## config.mk

```make
export PLATFORM = sky130hd
export DESIGN_NAME = sadec_ecc_top
export DESIGN_NICKNAME = d
export VERILOG_FILES = /design/src/hdl/sadec_pkg.sv /design/src/hdl/sadec_enc_if.sv /design/src/hdl/sadec_ecc_top.sv /design/src/hdl/sadec_encoder.sv
export SDC_FILE = /design/constraint.sdc
export NUM_CORES = 1
export LEC_CHECK = 0
export BUFFER_PORTS_ARGS = -buffer_cell sky130_fd_sc_hd__buf_4
export CORE_UTILIZATION = 44
export CTS_BUF_LIST = sky130_fd_sc_hd__clkbuf_2 sky130_fd_sc_hd__clkbuf_4 sky130_fd_sc_hd__clkbuf_8
export DETAILED_ROUTE_END_ITERATION = 8
export GPL_TIMING_DRIVEN = 0
export PLACE_DENSITY_LB_ADDON = 0.05
export SLEW_MARGIN = 15
export SYNTH_ARGS = -nofsm -noshare
export SYNTH_HDL_FRONTEND = slang
export SYNTH_SLANG_ARGS = --single-unit
```

## constraint.sdc

```tcl
create_clock -name clk -period 4.35 [get_ports clk]
set_input_delay 0 -clock clk [delete_from_list [all_inputs] [get_ports clk]]
set_output_delay 0 -clock clk [all_outputs]
set_load 0.005 [all_outputs]
```

## src/hdl/sadec_pkg.sv

```systemverilog
// Shared constants and types for the address/data checkbit block
package sadec_pkg;

  localparam int DATA_W = 64;
  localparam int ADDR_HI = 31;
  localparam int ADDR_LO = 3;
  localparam int CHK_W = 8;
  localparam int WORD_W = 32;

  // Data columns, element 63 first
  localparam logic [63:0][7:0] DATA_COL = {
    8'hB0, 8'h23, 8'h70, 8'h62, 8'h85, 8'h13, 8'h45, 8'h52,
    8'h2A, 8'h8A, 8'h0B, 8'h0E, 8'hF8, 8'h10, 8'hD9, 8'hA1,
    8'h54, 8'hA7, 8'hA8, 8'h92, 8'hC8, 8'h07, 8'h34, 8'h32,
    8'h68, 8'h89, 8'h98, 8'h49, 8'h61, 8'h86, 8'h91, 8'h46,
    8'h58, 8'h4F, 8'h38, 8'h75, 8'hC4, 8'h0D, 8'hA4, 8'h37,
    8'h64, 8'h16, 8'h94, 8'h29, 8'hEA, 8'h26, 8'h1A, 8'h19,
    8'hD0, 8'hC2, 8'h2C, 8'h51, 8'hE0, 8'hA2, 8'h1C, 8'h31,
    8'h8C, 8'h4A, 8'h4C, 8'h15, 8'h83, 8'h9E, 8'h43, 8'hC1
  };

  // Address columns, element 31 first
  localparam logic [31:3][7:0] ADDR_COL = {
    8'h1F, 8'hF4, 8'h3B, 8'hE3, 8'h5D, 8'hDA, 8'h6E, 8'hB5,
    8'h8F, 8'hD6, 8'h79, 8'hBA, 8'h9B, 8'hE5, 8'h57, 8'hEC,
    8'hC7, 8'hAE, 8'h67, 8'h9D, 8'h5B, 8'hE6, 8'h3E, 8'hF1,
    8'hDC, 8'hE9, 8'h3D, 8'hF2, 8'h2F
  };

  localparam logic [7:0] CHK_RST = 8'h00;
  localparam logic [63:0] DATA_RST = 64'h0000_0000_0000_0000;

  typedef struct packed {
    logic done;
    logic corrected;
    logic uncorrectable;
    logic [7:0] syndrome;
    logic [63:0] data;
  } sadec_rd_s;

endpackage

```

## src/hdl/sadec_enc_if.sv

```systemverilog
// Carrier between the top and the checkbit encoder
`timescale 1ns/10ps
interface sadec_enc_if;
  logic [63:0] data;
  logic [31:3] addr;
  logic [7:0] chk;
  modport enc (input data, input addr, output chk);
  modport user (output data, output addr, input chk);
endinterface

```

## src/hdl/sadec_ecc_top.sv

```systemverilog
// Checkbit generation on writes and check/correct on reads; data bit 50 shares column 8'h10 with checkbit 4
`timescale 1ns/10ps
module sadec_ecc_top (
  // Clock and reset
  input wire logic clk,
  input wire logic sys_rst,
  // Write side
  input wire logic [sadec_pkg::WORD_W-1:0] wrEvenWordData,
  input wire logic [sadec_pkg::WORD_W-1:0] wrOddWordData,
  input wire logic [31:0] wrAddr,
  output logic [sadec_pkg::CHK_W-1:0] wrChkBits,
  // Read request
  input wire logic rdValid,
  input wire logic [sadec_pkg::WORD_W-1:0] rdEvenWordData,
  input wire logic [sadec_pkg::WORD_W-1:0] rdOddWordData,
  input wire logic [31:0] rdAddr,
  input wire logic [sadec_pkg::CHK_W-1:0] rdChkBits,
  // Read answer
  output logic rdDone,
  output logic [sadec_pkg::DATA_W-1:0] rdData,
  output logic rdCorrected,
  output logic rdUncorrectable,
  output logic [sadec_pkg::CHK_W-1:0] rdSyndrome
);
  import sadec_pkg::*;

  // Single set bit: syndrome points at a checkbit
  function automatic logic isCheckCol(input logic [7:0] s);
    isCheckCol = (s != CHK_RST) && ((s & (s - 8'h01)) == CHK_RST);
  endfunction

  // Mask of data bits whose column equals the syndrome
  function automatic logic [63:0] dataHit(input logic [7:0] s);
    logic [63:0] m;
    m = DATA_RST;
    for (int i = 0; i < DATA_W; i++) begin
      if (s != CHK_RST && DATA_COL[i] == s) begin
        m[i] = 1'b1;
      end
    end
    dataHit = m;
  endfunction

  sadec_enc_if wrBus ();
  sadec_enc_if rdBus ();

  // Doubleword assembly, byte-select bits dropped
  assign wrBus.data = {wrEvenWordData, wrOddWordData};
  assign wrBus.addr = wrAddr[ADDR_HI:ADDR_LO];
  assign rdBus.data = {rdEvenWordData, rdOddWordData};
  assign rdBus.addr = rdAddr[ADDR_HI:ADDR_LO];

  sadec_encoder wrEnc (
    .port (wrBus.enc)
  );

  sadec_encoder rdEnc (
    .port (rdBus.enc)
  );

  // Same-cycle checkbits for the store
  assign wrChkBits = wrBus.chk;

  sadec_rd_s state_r;
  sadec_rd_s state_nxt;
  logic [7:0] syn;
  logic [63:0] hit;

  assign syn = rdBus.chk ^ rdChkBits;
  assign hit = dataHit(syn);

  always_comb begin
    state_nxt = state_r;
    state_nxt.done = rdValid;
    if (rdValid) begin
      state_nxt.syndrome = syn;
      state_nxt.data = rdBus.data;
      state_nxt.corrected = 1'b0;
      state_nxt.uncorrectable = 1'b0;
      if (syn == CHK_RST) begin
        state_nxt.data = rdBus.data;
      end else if (hit != DATA_RST) begin
        state_nxt.data = rdBus.data ^ hit;
        state_nxt.corrected = 1'b1;
      end else if (isCheckCol(syn)) begin
        state_nxt.corrected = 1'b1;
      end else begin
        state_nxt.uncorrectable = 1'b1;
      end
    end
  end

  always_ff @(posedge clk) begin
    if (sys_rst) begin
      state_r <= '0;
    end else begin
      state_r <= state_nxt;
    end
  end

  assign rdDone = state_r.done;
  assign rdData = state_r.data;
  assign rdCorrected = state_r.corrected;
  assign rdUncorrectable = state_r.uncorrectable;
  assign rdSyndrome = state_r.syndrome;
endmodule

```

## src/hdl/sadec_encoder.sv

```systemverilog
// Combinational column-XOR checkbit generator
`timescale 1ns/10ps
module sadec_encoder (
  // Operands and result
  sadec_enc_if.enc port
);
  import sadec_pkg::*;

  logic [7:0] dataPart;
  logic [7:0] addrPart;

  always_comb begin
    dataPart = CHK_RST;
    addrPart = CHK_RST;
    for (int i = 0; i < DATA_W; i++) begin
      if (port.data[i]) begin
        dataPart = dataPart ^ DATA_COL[i];
      end
    end
    for (int j = ADDR_LO; j <= ADDR_HI; j++) begin
      if (port.addr[j]) begin
        addrPart = addrPart ^ ADDR_COL[j];
      end
    end
  end

  assign port.chk = dataPart ^ addrPart;
endmodule

```

==> run metrics <==
gr usage total=33.4%; critical path endpoint=rdUncorrectable; Die Y=138 µm; CTS tree=yes; Seq/Total Area, Yosys=between 10% and 20%; WS Path Type=primary input to flip-flop; Mapped Nets=1102; Yosys reg bits=75; Final setup viols=0; Crit Path Max Fanout=10; Peak VDD IR=about 940 µV; Req. time, crit path=4660 ps; Die Span X=138 µm; Longest Clk Path Bufs=2; clk root buf=clkbuf_8; crit-path cells=dlygate4sd3_1 > buf_4 > xnor3_1 > xor2_1 > xnor2_1 > xnor2_1 > xor3_1 > clkbuf_1 > xnor2_1 > o32ai_1 > a211oi_1 > o2111ai_1 > or4_1 > or3b_1 > a21oi_2; prevailing post-synth register cell=dfxtp_1; final hold viol count=0; die footprint=19000 µm²; max cap viols=0; DRC=0; Hold Path Class=primary input to flip-flop; Synth Area in Simple Gates=between 10% and 20%; FF-to-FF Start=rdData[22]; vias in the first global route=7698; RSZ-0062 raised after global routing=no; Critical Path AT=4540 ps; largest net degree at the start of global routing=17; Synth-to-Final Area Change=36.9%; ranking of synthesized cells by area=xnor2_1 (34%), dfxtp_1 (18%), xnor3_1 (9.4%), xor2_1 (8.2%), a211oi_1 (5.5%); layout cells sized above 1=26.7%; Core ar.=18000 µm²; RR Endpoint=rdData[22]; Most common cell on crit path=xnor2_1; I/O pin cnt=286; clock-pin slew on the worst setup and hold paths=110 ps; initial antenna violation count=0; compound-cell area share of the yosys netlist=10.4%; clock skew=0 ps; initial core utilization=45.1%; DP Cell Count=1406; CP Launch Point=rdOddWordData[21]; Final Slew Violations=0; status=finished, final reports clean; post-layout min period=4230 ps; most common cell after layout, fill and taps aside=xnor2_1; commonest non-fill, non-tap cells in the layout=xnor2_1 (309), buf_4 (278), nor2_1 (113); grt total ovfl=0; post-synthesis mux area share=0.740%; Worst path slowest cell=clkbuf_1; origin of the worst min-delay path=rdEvenWordData[24]; P_leak=4.46 nW; power density over cell area=just under 900 nW/µm²; Cell Count, Final, Fillers Out=1462; final wirelength=about 31000 µm; max incr delay on CP=670 ps; number of synthesized flops with an enable pin=0; GPL Wtd Cong=0.947; htree depth=3; Slew headroom=34.6%; first-pass GRT wire length=45800 µm; post-synthesis adder-cell area fraction=0%; cell accounting for the most synthesized area=xnor2_1; CP startpoint kind=primary input; WL per Instance=21.5 µm; Syn Area/Cell=9.03 µm²; Synth top area share=33.5%; worst reg2reg path depth=2; Worst Tran Pin Value=977 ps; Layout Nets=about 1400; Clock Sinks=75; Ys Warns=0; TritonCTS Buffers=9; Vias per Instance=5.42; total power=9.72 mW; cell row count=49; 1st-iter DRT viols=706; post-synthesis async set-or-reset flop share=0%; post-synth cell types=50; vias post-DR=7918; mapped cell area=8120 µm²; Post-Synth XOR/XNOR Area=between 50% and 60%; Peak Freq=237 MHz; Skew-Pair Late Insertion Delay=370 ps; DP Wirelength=between 20000 and 30000 µm; Initial DRT Pass Iterations=5; Ant. Diodes=0; main combinational cell family by area after synthesis=XOR/XNOR gates; final critical-path share of the clock period=97.1%; Mapped Cells=899; antenna viol nets, final=0; r2r setup slk=about 3600 ps; Port Buffers=277; dpl cell area=10500 µm²; fin area=11100 µm²; crit end category=flip-flop
report_power, final:
group	switching, mW	internal, mW	total [mW]
combinational	5.37	2.96	8.33
sequential	0.0523	0.784	0.836
clock	0.334	0.222	0.556
final cells by class:
cell class / count / area [µm²]
clock inverters: 7 / 70.1
inverters: 2 / 7.51
plain buffers: 38 / 168
clock buffers: 9 / 124
fillers: 1648 / 6910
flip-flops and latches: 75 / 1500
well taps: 229 / 287
repair buffers: 318 / 2480
multi-input cells: 784 / 6480
worst min path at each step:
stage | depth (start not counted) | to
after floorplan | 2 | rdData[14]
after global placement | 3 | rdData[42]
after detailed placement | 3 | rdData[42]
after CTS | 3 | rdData[20]
after global routing | 3 | rdData[56]
final | 3 | rdData[56]
per-layer routing:
layer	global-route usage, %	part of all wire [%]	vias to the layer above
li1	-	-	3707
met2	53.8	46	465
met4	11.1	3.1	0
met5	0	0	-
met3	5.56	8.6	62
met1	45.0	43	3684
critical path: cells and delay by family:
| kind | cells | cell delay, ps |
|---|---|---|
| xor gates and xnor gates | 6 | 1640 |
| buffers and inverters | 3 | 1360 |
| and+or+nand+nor | 2 | 860 |
| AOI/OAI and AO/OA | 4 | 670 |
kinds of logic (layout without fill, tap and decap cells):
family,count (synthesis),in the layout
xor+xnor,440,440
simple gates,224,224
compound gates,114,114
flops,75,75
buf+inv,40,374
mux,6,6
stage by stage:
stage / utilization [%] / setup TNS, ps / setup WS (ps) / hold slack (ps)
detailed placement: 58.2 / -128 / -128 / 332
global placement: 58.2 / -111 / -111 / 324
finish: 61.7 / 0 / 124 / 8.37
floorplan: - / 0 / 988 / 180
global route: 61.7 / 0 / 8.78 / 12.4
CTS: 61.5 / 0 / 19.7 / 1.68
cell usage after synthesis (2+ instances only):
cell type	count
nand2b_1	2
a2111oi_0	3
o32ai_1	4
xor2_1	76
clkbuf_1	31
a211oi_1	60
o21ai_0	16
a21oi_1	4
dfxtp_1	75
xnor3_2	4
or3_1	10
nand3_1	8
o311ai_0	2
xnor2_2	6
xnor3_1	34
nand4_1	13
nand2_2	3
o2111ai_1	2
mux2i_1	6
nand2_1	43
nor3_1	18
a32oi_1	4
nor4_1	7
xor3_1	5
nor2_1	113
xnor2_1	311
buf_6	2
a311oi_1	9
xor2_2	2
buf_2	5
o22ai_1	2
repair_timing:
item | CTS | global route
hold buffers | 39 | 0
gates resized for setup | 0 | 9
hold endpoints to repair | 39 | 0
setup endpoints to repair | 0 | 3
buffers inserted | 0 | 1
sequential cells by signal (all words and copies together), names as in the netlist:
register and flops:
rdCorrected 1, rdUncorrectable 1, rdSyndrome 8, rdDone 1, rdData 64
Note: power is estimated with default switching activity, not from simulation.
